**src/bsr_pkg.sv**
```systemverilog
// Package with constants for the background debug status and match registers
package bsr_pkg;
   // Serial command codes that reach the two debug registers
   localparam logic [7:0] CMD_READ_STATUS = 8'hE4;
   localparam logic [7:0] CMD_WRITE_CONTROL = 8'hC4;
   localparam logic [7:0] CMD_MATCH_READ = 8'hE2;
   localparam logic [7:0] CMD_MATCH_WRITE = 8'hC2;
   // Bit positions inside debug_status_control
   localparam int BIT_PERMIT = 7;
   localparam int BIT_ACTIVE = 6;
   localparam int BIT_BKPT_EN = 5;
   localparam int BIT_FORCE_TAG = 4;
   localparam int BIT_CLK_SEL = 3;
   localparam int BIT_WS_STATUS = 2;
   localparam int BIT_WS_FAIL = 1;
   localparam int BIT_DV_FAIL = 0;
   // Values after reset
   localparam logic RST_PERMIT = 1'b0;
   localparam logic RST_BKPT_EN = 1'b0;
   localparam logic RST_FORCE_TAG = 1'b0;
   localparam logic RST_CLK_SEL = 1'b0;
   localparam logic [15:0] RST_MATCH = 16'h0000;
   // Data-valid failure never raised: no slow memory behind the core
   localparam logic DV_FAIL_VALUE = 1'b0;
endpackage

```
**src/bsr_regs.sv**
```systemverilog
// Debug status/control and breakpoint match registers behind serial commands
`timescale 1ns/1ps
`default_nettype none
module bsr_regs #(
   parameter int ADDR_W = 16
) (
   clk,
   rst,
   cmd_valid,
   cmd_code,
   cmd_wdata,
   rsp_valid,
   rsp_data,
   cpu_addr,
   cpu_addr_valid,
   cpu_in_wait_stop,
   cpu_background,
   bgnd_cmd,
   mem_cmd_done,
   mem_cmd_ws_conflict,
   background_permit,
   breakpoint_enable,
   force_tag_select,
   comm_clock_select,
   bkpt_force_req,
   bkpt_tag_req,
   bgnd_entry_req,
   wait_stop_wake_req
);
   input wire logic clk; // Selected debug clock
   input wire logic rst; // Normal reset, synchronous, active high
   input wire logic cmd_valid; // One-cycle pulse: decoded serial command
   input wire logic [7:0] cmd_code; // Command code byte
   input wire logic [15:0] cmd_wdata; // Write payload: control byte in low bits, match word in all 16 bits
   output logic rsp_valid; // One-cycle pulse: read answer ready
   output logic [15:0] rsp_data; // Read answer: status byte in low bits, match word in all 16 bits
   input wire logic [ADDR_W-1:0] cpu_addr; // CPU address bus
   input wire logic cpu_addr_valid; // Address bus carries an access
   input wire logic cpu_in_wait_stop; // CPU sits in wait or stop
   input wire logic cpu_background; // CPU halted in background mode
   input wire logic bgnd_cmd; // Pulse: background command decoded
   input wire logic mem_cmd_done; // Pulse: memory access command ended
   input wire logic mem_cmd_ws_conflict; // With done: hit wait/stop
   output logic background_permit; // Background entry allowed
   output logic breakpoint_enable; // Breakpoint logic enabled
   output logic force_tag_select; // 1 force, 0 tag
   output logic comm_clock_select; // 1 bus clock, 0 alternate source
   output logic bkpt_force_req; // Pulse: force halt at next boundary
   output logic bkpt_tag_req; // Pulse: tag the opcode being fetched
   output logic bgnd_entry_req; // Pulse: enter background mode
   output logic wait_stop_wake_req; // Pulse: leave wait/stop for halt

   // All state of the block except the comparator's request pair in one record
   typedef struct packed {
      logic permit;
      logic bkpt_en;
      logic force_tag;
      logic clk_sel;
      logic ws_sticky;
      logic ws_fail;
      logic active;
      logic [15:0] match;
      logic rsp_v;
      logic [15:0] rsp;
      logic bgnd_req;
      logic wake_req;
   } bsr_regs_st_t;

   bsr_regs_st_t st_q;
   bsr_regs_st_t st_d;
   logic [7:0] status_byte; // Assembled status/control view
   logic ws_status; // Live wait/stop status bit
   logic match_force; // Force request from comparator
   logic match_tag; // Tag request from comparator

   // Comparator against the CPU address bus
   bsr_match #(
      .ADDR_W(ADDR_W)
   ) u_match (
      .clk(clk),
      .rst(rst),
      .bkpt_enable(st_q.bkpt_en),
      .force_select(st_q.force_tag),
      .match_addr(st_q.match[ADDR_W-1:0]),
      .cpu_addr(cpu_addr),
      .cpu_addr_valid(cpu_addr_valid),
      .force_req(match_force),
      .tag_req(match_tag)
   );

   // Status byte seen by the read command
   always_comb begin
      ws_status = cpu_in_wait_stop || (st_q.ws_sticky && cpu_background);
      status_byte = 8'h00;
      status_byte[bsr_pkg::BIT_PERMIT] = st_q.permit;
      status_byte[bsr_pkg::BIT_ACTIVE] = st_q.active;
      status_byte[bsr_pkg::BIT_BKPT_EN] = st_q.bkpt_en;
      status_byte[bsr_pkg::BIT_FORCE_TAG] = st_q.force_tag;
      status_byte[bsr_pkg::BIT_CLK_SEL] = st_q.clk_sel;
      status_byte[bsr_pkg::BIT_WS_STATUS] = ws_status;
      status_byte[bsr_pkg::BIT_WS_FAIL] = st_q.ws_fail;
      status_byte[bsr_pkg::BIT_DV_FAIL] = bsr_pkg::DV_FAIL_VALUE;
   end

   // Next-state logic: command decode, status tracking, wake requests
   always_comb begin
      st_d = st_q;
      st_d.rsp_v = 1'b0;
      st_d.bgnd_req = 1'b0;
      st_d.wake_req = 1'b0;
      st_d.active = cpu_background;
      // Remember a wake from wait/stop until the CPU resumes the user code
      if (bgnd_cmd && cpu_in_wait_stop) begin
         st_d.ws_sticky = 1'b1;
      end else if (!cpu_background && !cpu_in_wait_stop) begin
         st_d.ws_sticky = 1'b0;
      end
      if (cmd_valid) begin
         if (cmd_code == bsr_pkg::CMD_READ_STATUS) begin
            st_d.rsp_v = 1'b1;
            st_d.rsp = {8'h00, status_byte};
         end else if (cmd_code == bsr_pkg::CMD_WRITE_CONTROL) begin
            // permit locked while halted; sticky once set
            if (!st_q.active && cmd_wdata[bsr_pkg::BIT_PERMIT]) begin
               st_d.permit = 1'b1;
            end
            st_d.bkpt_en = cmd_wdata[bsr_pkg::BIT_BKPT_EN];
            st_d.force_tag = cmd_wdata[bsr_pkg::BIT_FORCE_TAG];
            st_d.clk_sel = cmd_wdata[bsr_pkg::BIT_CLK_SEL];
            // status bits untouched by the write
         end else if (cmd_code == bsr_pkg::CMD_MATCH_READ) begin
            st_d.rsp_v = 1'b1;
            st_d.rsp = st_q.match;
         end else if (cmd_code == bsr_pkg::CMD_MATCH_WRITE) begin
            st_d.match = cmd_wdata;
         end else begin
            // Other commands belong to other logic
            st_d.rsp_v = 1'b0;
         end
      end
      // failure flag; set by a conflicted access, cleared by a clean access
      if (mem_cmd_done) begin
         st_d.ws_fail = mem_cmd_ws_conflict;
      end
      if (st_q.permit && bgnd_cmd && !cpu_background) begin
         st_d.bgnd_req = 1'b1;
         st_d.wake_req = cpu_in_wait_stop;
      end
   end

   // State register; cleared by normal reset
   always_ff @(posedge clk) begin
      if (rst) begin
         st_q <= '0;
         st_q.permit <= bsr_pkg::RST_PERMIT;
         st_q.bkpt_en <= bsr_pkg::RST_BKPT_EN;
         st_q.force_tag <= bsr_pkg::RST_FORCE_TAG;
         st_q.clk_sel <= bsr_pkg::RST_CLK_SEL;
         st_q.match <= bsr_pkg::RST_MATCH;
      end else begin
         st_q <= st_d;
      end
   end

   // Outputs; breakpoint requests also need permit to halt the core
   assign background_permit = st_q.permit;
   assign breakpoint_enable = st_q.bkpt_en;
   assign force_tag_select = st_q.force_tag;
   assign comm_clock_select = st_q.clk_sel;
   assign bkpt_force_req = match_force && st_q.permit;
   assign bkpt_tag_req = match_tag && st_q.permit;
   assign bgnd_entry_req = st_q.bgnd_req;
   assign wait_stop_wake_req = st_q.wake_req;
   assign rsp_valid = st_q.rsp_v;
   assign rsp_data = st_q.rsp;

   // Assertions
   // Checks watch registered state and outputs, not the host's own drive
   // All assertions but chk_bkpt_reset are muted while the synchronous reset is held; the cover statements are not
   // permit locked
   chk_permit_locked: assert property (
      @(posedge clk) disable iff (rst)
      (st_q.active && !st_q.permit) |=> !st_q.permit)
      else $error("Permit changed while halted");
   chk_permit_sticky: assert property (
      @(posedge clk) disable iff (rst)
      st_q.permit |=> st_q.permit)
      else $error("Permit dropped without reset");
   chk_permit_gate: assert property (
      @(posedge clk) disable iff (rst)
      !st_q.permit |=> !bgnd_entry_req)
      else $error("Background entry without permit");
   chk_status_read: assert property (
      @(posedge clk) disable iff (rst)
      (cmd_valid && cmd_code == bsr_pkg::CMD_READ_STATUS)
      |=> rsp_valid && rsp_data[15:8] == 8'h00)
      else $error("Status read not answered");
   chk_match_write: assert property (
      @(posedge clk) disable iff (rst)
      (cmd_valid && cmd_code == bsr_pkg::CMD_MATCH_WRITE)
      |=> st_q.match == $past(cmd_wdata))
      else $error("Match write lost");
   chk_match_read: assert property (
      @(posedge clk) disable iff (rst)
      (cmd_valid && cmd_code == bsr_pkg::CMD_MATCH_READ)
      |=> rsp_valid && rsp_data == $past(st_q.match))
      else $error("Match read answer wrong");
   chk_bkpt_disabled: assert property (
      @(posedge clk) disable iff (rst)
      (!breakpoint_enable ##1 !breakpoint_enable)
      |-> !bkpt_force_req && !bkpt_tag_req)
      else $error("Breakpoint while disabled");
   chk_force_hit: assert property (
      @(posedge clk) disable iff (rst)
      (st_q.permit && st_q.bkpt_en && st_q.force_tag && cpu_addr_valid
      && cpu_addr == st_q.match[ADDR_W-1:0]) |=> bkpt_force_req)
      else $error("Force request missing");
   chk_tag_hit: assert property (
      @(posedge clk) disable iff (rst)
      bkpt_tag_req |-> !$past(st_q.force_tag) && !bkpt_force_req)
      else $error("Tag request in force mode");
   chk_dv_zero: assert property (
      @(posedge clk) disable iff (rst)
      rsp_valid && $past(cmd_code) == bsr_pkg::CMD_READ_STATUS
      |-> !rsp_data[bsr_pkg::BIT_DV_FAIL])
      else $error("Data-valid failure reported");
   chk_ws_fail: assert property (
      @(posedge clk) disable iff (rst)
      (mem_cmd_done && mem_cmd_ws_conflict) |=> st_q.ws_fail)
      else $error("Wait/stop failure not flagged");
   chk_ro_fail: assert property (
      @(posedge clk) disable iff (rst)
      (cmd_valid && cmd_code == bsr_pkg::CMD_WRITE_CONTROL && !mem_cmd_done)
      |=> $stable(st_q.ws_fail))
      else $error("Control write altered a status bit");
   chk_active_track: assert property (
      @(posedge clk) disable iff (rst)
      1'b1 |=> st_q.active == $past(cpu_background))
      else $error("Active bit does not follow halt");
   chk_ws_status: assert property (
      @(posedge clk) disable iff (rst)
      (cmd_valid && cmd_code == bsr_pkg::CMD_READ_STATUS && cpu_in_wait_stop)
      |=> rsp_data[bsr_pkg::BIT_WS_STATUS])
      else $error("Wait/stop status not reported");
   chk_clk_sel: assert property (
      @(posedge clk) disable iff (rst)
      (cmd_valid && cmd_code == bsr_pkg::CMD_WRITE_CONTROL
      && cmd_wdata[bsr_pkg::BIT_CLK_SEL]) |=> comm_clock_select)
      else $error("Clock select write lost");
   chk_bkpt_reset: assert property (
      @(posedge clk)
      $fell(rst) |-> !breakpoint_enable && !background_permit
      && !comm_clock_select)
      else $error("Control bits not cleared by reset");
   chk_wake: assert property (
      @(posedge clk) disable iff (rst)
      (st_q.permit && bgnd_cmd && cpu_in_wait_stop && !cpu_background)
      |=> wait_stop_wake_req && bgnd_entry_req)
      else $error("Wake from wait/stop missing");
   cov_force: cover property (@(posedge clk) bkpt_force_req);
   cov_tag: cover property (@(posedge clk) bkpt_tag_req);
   cov_wake: cover property (@(posedge clk) wait_stop_wake_req);
   cov_fail: cover property (@(posedge clk) st_q.ws_fail);
   cov_halt: cover property (@(posedge clk) bgnd_entry_req);
endmodule // bsr_regs
`default_nettype wire

```
**src/bsr_match.sv**
```systemverilog
// Address comparator that turns a bus match into force or tag requests
`timescale 1ns/1ps
`default_nettype none
module bsr_match #(
   parameter int ADDR_W = 16
) (
   clk,
   rst,
   bkpt_enable,
   force_select,
   match_addr,
   cpu_addr,
   cpu_addr_valid,
   force_req,
   tag_req
);
   input wire logic clk;
   input wire logic rst;
   input wire logic bkpt_enable;
   input wire logic force_select;
   input wire logic [ADDR_W-1:0] match_addr;
   input wire logic [ADDR_W-1:0] cpu_addr;
   input wire logic cpu_addr_valid;
   output logic force_req;
   output logic tag_req;

   // Registered request pair
   typedef struct packed {
      logic force_r;
      logic tag_r;
   } bsr_match_st_t;

   bsr_match_st_t st_q;
   bsr_match_st_t st_d;
   logic hit; // Raw comparison, gated by enable

   // Compare the address bus; disabled breakpoint yields no request
   always_comb begin
      hit = bkpt_enable && cpu_addr_valid && (cpu_addr == match_addr);
      st_d = '0;
      st_d.force_r = hit && force_select;
      st_d.tag_r = hit && !force_select;
   end

   // One register stage keeps the compare off the CPU timing path
   always_ff @(posedge clk) begin
      if (rst) begin
         st_q <= '0;
      end else begin
         st_q <= st_d;
      end
   end

   assign force_req = st_q.force_r;
   assign tag_req = st_q.tag_r;
endmodule // bsr_match
`default_nettype wire

```
**config.mk**
```make
export PLATFORM = sky130hd
export DESIGN_NAME = bsr_regs
export DESIGN_NICKNAME = d
export VERILOG_FILES = /design/src/bsr_pkg.sv /design/src/bsr_regs.sv /design/src/bsr_match.sv
export SDC_FILE = /design/constraint.sdc
export NUM_CORES = 1
export LEC_CHECK = 0
export BUFFER_PORTS_ARGS = -buffer_cell sky130_fd_sc_hd__buf_2
export CAP_MARGIN = 15
export CELL_PAD_IN_SITES_DETAIL_PLACEMENT = 1
export CELL_PAD_IN_SITES_GLOBAL_PLACEMENT = 1
export CORE_ASPECT_RATIO = 0.9
export CORE_MARGIN = 2
export CORE_UTILIZATION = 40
export CTS_CLUSTER_DIAMETER = 200
export DETAILED_ROUTE_END_ITERATION = 10
export PLACE_DENSITY_LB_ADDON = 0.1
export SYNTH_ARGS = -nofsm -noshare
export SYNTH_HDL_FRONTEND = slang
export SYNTH_HIERARCHICAL = 1
export SYNTH_SLANG_ARGS = --single-unit
export TNS_END_PERCENT = 30
```
**constraint.sdc**
```tcl
create_clock -name clk -period 2.8 [get_ports clk]
set_input_delay 0.56 -clock clk [delete_from_list [all_inputs] [get_ports clk]]
set_output_delay 0.56 -clock clk [all_outputs]
set_load 0.05 [all_outputs]
```
==> results of run 1 <==
[cell type report]
| cell class | instances | area [um^2] |
|---|---|---|
| fill | 651 | 2670 |
| timing repair buffer | 79 | 410 |
| clock buffer | 7 | 96.3 |
| multi-input combinational | 157 | 1200 |
| sequential | 44 | 881 |
| inverter | 2 | 7.51 |
| tap | 67 | 83.8 |
[cell usage after synthesis, types with 3 or more instances]
master,number,area share (%)
and2_1,3,0.83
buf_2,4,0.88
buf_4,17,5.6
clkbuf_1,9,1.5
dfxtp_1,44,39
mux2_2,4,2.0
mux2i_1,32,14
nand2b_1,36,9.9
nand4b_1,3,1.2
nor2b_1,16,4.4
o21ai_0,11,2.4
o21bai_1,5,1.7
o31ai_1,7,2.3
xnor2_1,13,5.0
xor2_1,4,1.5
[cells by family after synthesis]
kind of cell	synth area share, %
AND/OR/NAND/NOR	22.7
buffers and inverters	8.33
XOR/XNOR	6.57
multiplexers	16.1
AO/OA/AOI/OAI	7.45
flip-flops	38.9
[routing by layer]
metal  GRT usage, %  share of wire (%)  vias up
met4           4.19               0.33        0
met5              0                  0        -
met3           4.01                5.2        2
li1               -                  -      889
met2           30.4                 47       48
met1           22.6                 47      830
[path summary, 6_finish.rpt]
path / cells after the start / to / slack [ns] / from
min: 2 / rsp_data[9]$_SDFFE_PP0P_ / 0.48 / rsp_data[9]$_SDFFE_PP0P_
max reg2reg: 4 / u_match/tag_req$_SDFF_PP0_ / 1.38 / st_q[26]$_SDFFE_PP0P_
max: 5 / st_q[23]$_SDFFE_PP0P_ / 0.89 / cmd_code[0]
min reg2reg: 2 / rsp_data[9]$_SDFFE_PP0P_ / 0.48 / rsp_data[9]$_SDFFE_PP0P_
[power by group]
part	switching [W]	leakage [nW]	total, W	internal, W
clock	0.000211	0.0503	0.000431	0.000220
sequential	0.00000133	0.355	0.000629	0.000628
combinational	0.0000514	0.796	0.000106	0.0000547
[flip-flops by register name, summed over array words and instances, names as in the netlist]
signal and cells:
st_q 19, rsp_data 16, background_permit 1, bgnd_entry_req 1, breakpoint_enable 1, comm_clock_select 1
force_tag_select 1, rsp_valid 1, u_match/force_req 1, u_match/tag_req 1, wait_stop_wake_req 1
[worst register-to-register path: cells and delay by family (launching register included)]
kind,cells,cell delay [ns]
and+or+nand+nor,3,0.86
DFF,1,0.37
xor gates and xnor gates,1,0.13
[cell usage in the layout (no fill, tap or decap), types with 2 or more instances in the layout]
cell,instances
buf_2,73
dfxtp_1,44
nand2b_1,36
mux2i_1,32
nor2b_1,16
xnor2_1,13
o21ai_0,11
o31ai_1,7
clkbuf_8,7
buf_4,6
o21bai_1,5
mux2_2,4
xor2_1,4
and2_1,3
nand4b_1,3
or4b_1,2
inv_1,2
or3_1,2
nor4b_1,2
nand4_1,2
nor4_1,2
[metrics by stage]
step | setup WS, ns | utilization [%] | total power (W) | instance area [um^2]
after global routing | 0.814 | 50.0 | 0.00121 | 2680
after global placement | 0.670 | 48.2 | 0.000750 | 2580
after floorplan | 0.905 | - | 0.000695 | 2270
final | 0.892 | 50.0 | 0.00117 | 2680
after detailed placement | 0.580 | 48.2 | 0.000751 | 2580
after CTS | 0.878 | 50.0 | 0.00118 | 2680
==> results_dict.tcl, run 1 <==
set metrics [dict create \
    placedCellCount 349 \
    num_rows 25 \
    grt_first_pass_wirelength_mm 8.57 \
    startpoint_type "input port" \
    maxSlewHeadroom_pct 65.1 \
    status "finished clean" \
    clk_pin_slew_ns 0.08 \
    cts_resized 0 \
    cts_buffers 5 \
    yosysSeqAreaShare_pct 38.9 \
    worst-slew-pin-transition_ns 0.523 \
    synth_edf_count 0 \
    netlist_instances 233 \
    wl_per_cell_um 15.3 \
    gp_congestion 0.758 \
    insertion_delay_ns 0.29 \
    hold-worst-slack_ns 0.480 \
    critical_path_class "in -> reg" \
    async_flop_share_pct 0 \
    avgSynthCellArea_um2 9.73 \
    setup_violations 0 \
    slowest_stage "or4b_1" \
    worst-path-buf-inv 2 \
    cts_htree_levels 2 \
    synth_area_um2 2270 \
    start_util_pct 42.4 \
    finalCriticalPeriod_ns 1.91 \
    cts_max_path_buffers 2 \
    grt_pass1_vias 1783 \
    drtIter0Drc 78 \
    stdcell_count 356 \
    antenna_found_initial 0 \
    die_w_um 83.4 \
    clockRootBuffer "clkbuf_8" \
    drv_cap 0 \
    post-dp-hpwl_mm 4.23 \
    cp-end-kind "register" \
    worst_ep_required_time_ns 3.02 \
    io_buffers 73 \
    ys_warn_count 6 \
    cp.arrival_ns 2.13 \
    p_leak_nw 1.20 \
    postCtsSetupBuffers 0 \
    hold_viol 0 \
    dieArea_um2 6290 \
    post-route-period-util_pct 68.1 \
    drive_gt1_share_pct 31.8 \
    grt_usage_pct 17.5 \
    cts_hold_buf 0 \
    drc 0 \
    p_per_area_nw_per_um2 436 \
    die_h_um 75.4 \
    hold_class "reg -> reg" \
    synth_fp_nets 282 \
    finalClockSkew_ns 0.00313 \
    cts.sinks 44 \
    n_antenna_cell 0 \
    crit_chain "buf_2 -> or4b_1 -> nor3_4 -> buf_4 -> mux2i_1" \
    via_per_inst 4.97 \
    slew_viol_final 0 \
    ys_types 34 \
    dr.pass1.iters 4 \
    irDropWorstVdd_mv 0.206 \
    critPathTopFamily "simple AND/OR/NAND/NOR gates" \
    num_vias 1769 \
    ys.flop_type "dfxtp_1" \
    routed_wl_mm 5.43 \
    nNetsFinal 338 \
    grt_max_degree 38 \
    critical-path-max-stage-delay_ns 0.59 \
    fin_setup_tns_ns 0 \
    fmax_mhz 524 \
    ys_ff_latch 44 \
    rsz0062_at_grt "no" \
    ioPinCount 74 \
    path_max_fanout 11 \
    postRouteAntennaNets 0 \
    grt_overflow 0 \
    cts_tree "yes" \
    syn2layout_area_growth_pct 18.0 \
    core_um2 5350 \
]
Power figures use the tool's default switching activity.
==> run 2, diff against run 1 <==
--- a/config.mk
+++ b/config.mk
@@ -11,7 +11,7 @@
 export CELL_PAD_IN_SITES_GLOBAL_PLACEMENT = 1
 export CORE_ASPECT_RATIO = 0.9
 export CORE_MARGIN = 2
-export CORE_UTILIZATION = 40
+export CORE_UTILIZATION = 37
 export CTS_CLUSTER_DIAMETER = 200
 export DETAILED_ROUTE_END_ITERATION = 10
 export PLACE_DENSITY_LB_ADDON = 0.1
==> constraint.sdc (replaced) <==
create_clock -name clk -period 1.9 [get_ports clk]
set_input_delay 0.38 -clock clk [delete_from_list [all_inputs] [get_ports clk]]
set_output_delay 0.38 -clock clk [all_outputs]
set_load 0.05 [all_outputs]
==> run 2 against run 1 <==
Compared with the run above:
- first-iteration DRC count decreased by 29%
- register-to-register slack worse by 0.84 ns
- sequential power up 47%
- via count increased by 0.45%
- final cell count up 2.8%
- sequential share of layout area fell by 0.66 points
- die area up 7.7%
- largest cell class unchanged
==> results_dict.tcl, run 2 (synthesis gave the netlist of run 1 again) <==
set metrics [dict create \
    dieArea_um2 6770 \
    drtIter0Drc 55 \
    path_max_fanout 7 \
    drv_cap 0 \
    placedCellCount 358 \
    die_w_um 86.5 \
    drive_gt1_share_pct 32.3 \
    start_util_pct 37.7 \
    grt_pass1_vias 1791 \
    cts_resized 0 \
    clockRootBuffer "clkbuf_8" \
    antenna_found_initial 0 \
    crit_chain "buf_2 -> or4b_1 -> nor3_4 -> buf_12 -> mux2_2" \
    finalCriticalPeriod_ns 1.57 \
    post-route-period-util_pct 82.8 \
    grt_overflow 0 \
    routed_wl_mm 5.28 \
    dr.pass1.iters 4 \
    cts_htree_levels 2 \
    clk_pin_slew_ns 0.08 \
    syn2layout_area_growth_pct 20.5 \
    maxSlewHeadroom_pct 76.0 \
    holdPathStages 2 \
    startpoint_type "input port" \
    finalClockSkew_ns 0.00499 \
    io_buffers 73 \
    p_per_area_nw_per_um2 619 \
    critical_path_class "in -> reg" \
    die_h_um 78.3 \
    core_um2 6010 \
    postCtsSetupBuffers 0 \
    hold_class "in -> reg" \
    timing.rr.start "st_q[29]$_SDFFE_PP0P_" \
    p_leak_nw 1.22 \
    worst-slew-pin-transition_ns 0.357 \
    wl_per_cell_um 14.4 \
    cts_max_path_buffers 2 \
    cts_tree "yes" \
    fin_setup_tns_ns 0 \
    slew_viol_final 0 \
    grt_max_degree 31 \
    worst-path-buf-inv 2 \
    critPathTopFamily "simple AND/OR/NAND/NOR gates" \
    reg2reg_slack_ns 0.54 \
    cp-end-kind "register" \
    irDropWorstVdd_mv 0.265 \
    critical-path-max-stage-delay_ns 0.58 \
    layout_commonest_cell "buf_2" \
    n_antenna_cell 0 \
    cts.sinks 44 \
    num_rows 27 \
    hold_viol 0 \
    slowest_stage "or4b_1" \
    gp_congestion 0.806 \
    status "finished clean" \
    final_cell_mix "73 x buf_2, 44 x dfxtp_1, 36 x nand2b_1" \
    cp.depth 5 \
    grt_first_pass_wirelength_mm 8.85 \
    setup_violations 0 \
    via_per_inst 4.86 \
    grt_usage_pct 16.8 \
    nNetsFinal 342 \
    num_vias 1777 \
    cts_hold_buf 0 \
    fmax_mhz 636 \
    insertion_delay_ns 0.29 \
    fillers 763 \
    stdcell_count 366 \
    ioPinCount 74 \
    postRouteAntennaNets 0 \
    post-dp-hpwl_mm 4.04 \
    largest_register_ffs 19 \
    rr_endpoint "u_match/force_req$_SDFF_PP0_" \
    min_to "bgnd_entry_req$_SDFF_PP0_" \
    cts_buffers 5 \
    cp.arrival_ns 1.75 \
    r2r_cells 4 \
    drc 0 \
    rsz0062_at_grt "no" \
    worst_ep_required_time_ns 2.08 \
    regMostFlops "st_q" \
    hp-start "cpu_background" \
]
## run 2: cell count changes in the layout (fill, tap and decap cells not counted)
cell	before	now
buf_4	6	8
buf_12	0	2
clkbuf_8	7	6
clkbuf_1	0	2
## run 2: worst max-delay path by stage
stage / startpoint / end / slack (ns)
final: cmd_code[0] / st_q[29]$_SDFFE_PP0P_ / 0.33
after global routing: cmd_code[0] / st_q[21]$_SDFFE_PP0P_ / 0.29
after CTS: cmd_code[0] / st_q[28]$_SDFFE_PP0P_ / 0.33
after detailed placement: cmd_code[0] / st_q[28]$_SDFFE_PP0P_ / 0.02
after global placement: cmd_code[0] / st_q[27]$_SDFFE_PP0P_ / 0.05
after floorplan: cmd_code[0] / st_q[19]$_SDFFE_PP0P_ / 0.19
## run 2: per-layer routing
layer / global-route usage, % / up-vias / routed length [um]
met5: 0 / - / 0
met4: 5.63 / 0 / 58
met3: 3.05 / 6 / 222
met2: 27.0 / 47 / 2410
met1: 22.8 / 826 / 2580
li1: - / 898 / -
## run 2: power by group
group	switching [W]	leakage (nW)	internal, W
Combinational	0.0000753	0.820	0.0000832
Clock	0.000307	0.0455	0.000297
Sequential	0.00000200	0.355	0.000925
## run 2: metrics by stage
stage / utilization [%] / total power, W / setup WS, ns / instance area [um^2] / hold WS [ns]
global placement: 43.9 / 0.00111 / 0.0492 / 2640 / 0.463
global route: 45.4 / 0.00179 / 0.288 / 2730 / 0.317
finish: 45.4 / 0.00169 / 0.328 / 2730 / 0.312
detailed placement: 43.9 / 0.00111 / 0.0227 / 2640 / 0.465
floorplan: - / 0.00102 / 0.185 / 2270 / 0.450
CTS: 45.4 / 0.00172 / 0.332 / 2730 / 0.300
## run 2: area by class of cell
cell class / instances / area, um^2 / area share, %
clock buffer: 8 / 90.1 / 3.30
inverter: 2 / 7.51 / 0.275
multi-input combinational: 157 / 1200 / 43.8
sequential: 44 / 881 / 32.2
tap: 72 / 90.1 / 3.30
timing repair buffer: 83 / 465 / 17.0
==> run 3, diff against run 2 <==
--- a/config.mk
+++ b/config.mk
@@ -5,13 +5,14 @@
 export SDC_FILE = /design/constraint.sdc
 export NUM_CORES = 1
 export LEC_CHECK = 0
+export ABC_AREA = 1
 export BUFFER_PORTS_ARGS = -buffer_cell sky130_fd_sc_hd__buf_2
 export CAP_MARGIN = 15
 export CELL_PAD_IN_SITES_DETAIL_PLACEMENT = 1
 export CELL_PAD_IN_SITES_GLOBAL_PLACEMENT = 1
 export CORE_ASPECT_RATIO = 0.9
 export CORE_MARGIN = 2
-export CORE_UTILIZATION = 37
+export CORE_UTILIZATION = 34
 export CTS_CLUSTER_DIAMETER = 200
 export DETAILED_ROUTE_END_ITERATION = 10
 export PLACE_DENSITY_LB_ADDON = 0.1
==> constraint.sdc (replaced) <==
create_clock -name clk -period 1.48 [get_ports clk]
set_input_delay 0.296 -clock clk [delete_from_list [all_inputs] [get_ports clk]]
set_output_delay 0.296 -clock clk [all_outputs]
set_load 0.05 [all_outputs]
==> run 3 against run 2 <==
Compared with the run above:
- routed wire length is 21% higher
- register-to-register slack worse by 0.20 ns
- largest power group unchanged
- power is 43% higher
- synthesized cell count is 61% higher
- combinational power is 37% higher
- synthesized area is 4.1% higher
- critical path type is now reg -> out
- critical path depth is 2 lower
- core utilization is 2.2 points lower
- final area is 5.3% higher
- count of clock-buffer cells in the layout is 2 lower
==> results_dict.tcl, run 3 <==
set metrics [dict create \
    cp.arrival_ns 1.05 \
    worst_ep_required_time_ns 1.18 \
    postRouteAntennaNets 0 \
    insertion_delay_ns 0.30 \
    ys.flop_type "dfxtp_1" \
    largest_register_ffs 19 \
    drv_cap 0 \
    critical-path-max-stage-delay_ns 0.39 \
    finalCriticalPeriod_ns 1.35 \
    layout_commonest_cell "nand2_1" \
    p_leak_nw 1.55 \
    async_flop_share_pct 0 \
    grt_usage_pct 17.5 \
    fmax_mhz 742 \
    netlist_instances 375 \
    regMostFlops "st_q" \
    clockRootBuffer "clkbuf_8" \
    irDropWorstVdd_mv 0.358 \
    finish.utilization_pct 43.2 \
    n_antenna_cell 0 \
    grt_first_pass_wirelength_mm 10.6 \
    dieArea_um2 7630 \
    io_buffers 73 \
    ioPinCount 74 \
    slew_viol_final 0 \
    post-route-period-util_pct 91.1 \
    slowest_stage "dfxtp_2" \
    syn2layout_area_growth_pct 21.8 \
    cts_hold_buf 0 \
    synthTopCellsByArea "dfxtp_1 37%, nand2_1 16%, nor2_1 13%" \
    synth_fp_nets 424 \
    worst-slew-pin-transition_ns 0.286 \
    ys_warn_count 6 \
    synth_top_area_share_pct 37.3 \
    final_cell_mix "103 x nand2_1, 79 x nor2_1, 73 x buf_2" \
    start_util_pct 35.5 \
    ys_ff_latch 44 \
    via_per_inst 4.35 \
    cts_tree "yes" \
    cp-end-kind "output pin" \
    finalClockSkew_ns 0.0101 \
    critical_path_class "reg -> out" \
    yosys-top-cells-count "103 x nand2_1, 79 x nor2_1, 56 x inv_1, 44 x dfxtp_1, 18 x nand3_1" \
    rsz0062_at_grt "no" \
    post-synth-top-count-cell "nand2_1" \
    path_max_fanout 6 \
    drc 0 \
    setup_violations 0 \
    nNetsFinal 488 \
    hold_viol 0 \
    drive_gt1_share_pct 24.3 \
    yosysSeqAreaShare_pct 37.3 \
    grt_overflow 0 \
    grt_max_degree 26 \
    fin_setup_tns_ns 0 \
    antenna_found_initial 0 \
    worst-path-buf-inv 2 \
    cts_resized 0 \
    cts_max_path_buffers 2 \
    grt_pass1_vias 2193 \
    cts_htree_levels 2 \
    die_w_um 91.8 \
    drtIter0Drc 55 \
    num_rows 28 \
    critPathTopFamily "flip-flops" \
    ys_types 26 \
    status "finished clean" \
    p_per_area_nw_per_um2 838 \
    routed_wl_mm 6.39 \
    dr.pass1.iters 4 \
    post-dp-hpwl_mm 5.09 \
    startpoint_type "register" \
    core_um2 6660 \
    gp_congestion 0.827 \
    num_vias 2303 \
    maxSlewHeadroom_pct 80.8 \
    hold_class "in -> reg" \
    yosys.area.top_type "dfxtp_1" \
    synth_area_um2 2360 \
    cts.sinks 44 \
    avgSynthCellArea_um2 6.30 \
    die_h_um 83.1 \
    cts_buffers 5 \
    clk_pin_slew_ns 0.09 \
    wl_per_cell_um 12.1 \
    crit_chain "nand2_1 -> inv_1 -> buf_2" \
    synth_edf_count 0 \
    postCtsSetupBuffers 0 \
]
==> run 3: changes by cell type after synthesis, sizes merged, moves of 16 or more <==
cell / delta
inv: +57
nand2: +106
nand2b: -36
nand3: +18
nor2b: -16
nor2: +82
mux2i: -32
==> run 3: final timing paths <==
check	startpoint	to	slack, ns	cells past startpoint
worst min register to register	st_q[37]$_SDFFE_PP0P_	st_q[37]$_SDFFE_PP0P_	0.49	2
worst max register to register	breakpoint_enable$_SDFFE_PP0P_	u_match/force_req$_SDFF_PP0_	0.34	8
worst max-delay path	background_permit$_SDFFE_PP0P_	bkpt_tag_req	0.13	3
worst min-delay path	mem_cmd_done	st_q[36]$_SDFFE_PP0P_	0.18	2
==> run 3: power breakdown <==
part	internal, W	leakage, nW	total, W	switching (W)
registers	0.00119	0.356	0.00120	0.00000479
clock network	0.000553	0.0614	0.000997	0.000444
logic	0.0000939	1.13	0.000217	0.000123
==> run 3: metal layers <==
metal	up-vias	GRT usage [%]	wire length, um
met5	-	0	0
met4	0	4.07	58
met3	5	2.81	240
met2	48	25.9	2690
met1	1019	26.5	3400
li1	1231	-	-
==> run 3: cell families after synthesis <==
kind of cell	Yosys count	synth area share, %
AOI/OAI and AO/OA	28	6.04
xor gates and xnor gates	3	1.11
buffers and inverters	85	17.8
DFF	44	37.3
and+or+nand+nor	215	37.8
==> run 3: layout make-up <==
class / instances / area (um^2)
fillers: 939 / 3780
inverters: 59 / 221
multi-input cells: 246 / 1060
repair buffers: 83 / 478
clock inverters: 2 / 38.8
flip-flops and latches: 44 / 882
well taps: 90 / 113
clock buffers: 6 / 82.6
==> run 3: per-stage QoR <==
| step | total power [W] | hold WS [ns] | std cells | setup slack [ns] | area (um^2) |
|---|---|---|---|---|---|
| after floorplan | 0.00133 | 0.365 | 375 | 0.0886 | 2360 |
| after global placement | 0.00144 | 0.470 | 522 | 0.0737 | 2750 |
| after detailed placement | 0.00144 | 0.476 | 522 | 0.0185 | 2750 |
| after CTS | 0.00244 | 0.174 | 530 | 0.0347 | 2880 |
| after global routing | 0.00252 | 0.190 | 530 | 0.0609 | 2880 |
| final | 0.00241 | 0.183 | 530 | 0.132 | 2880 |
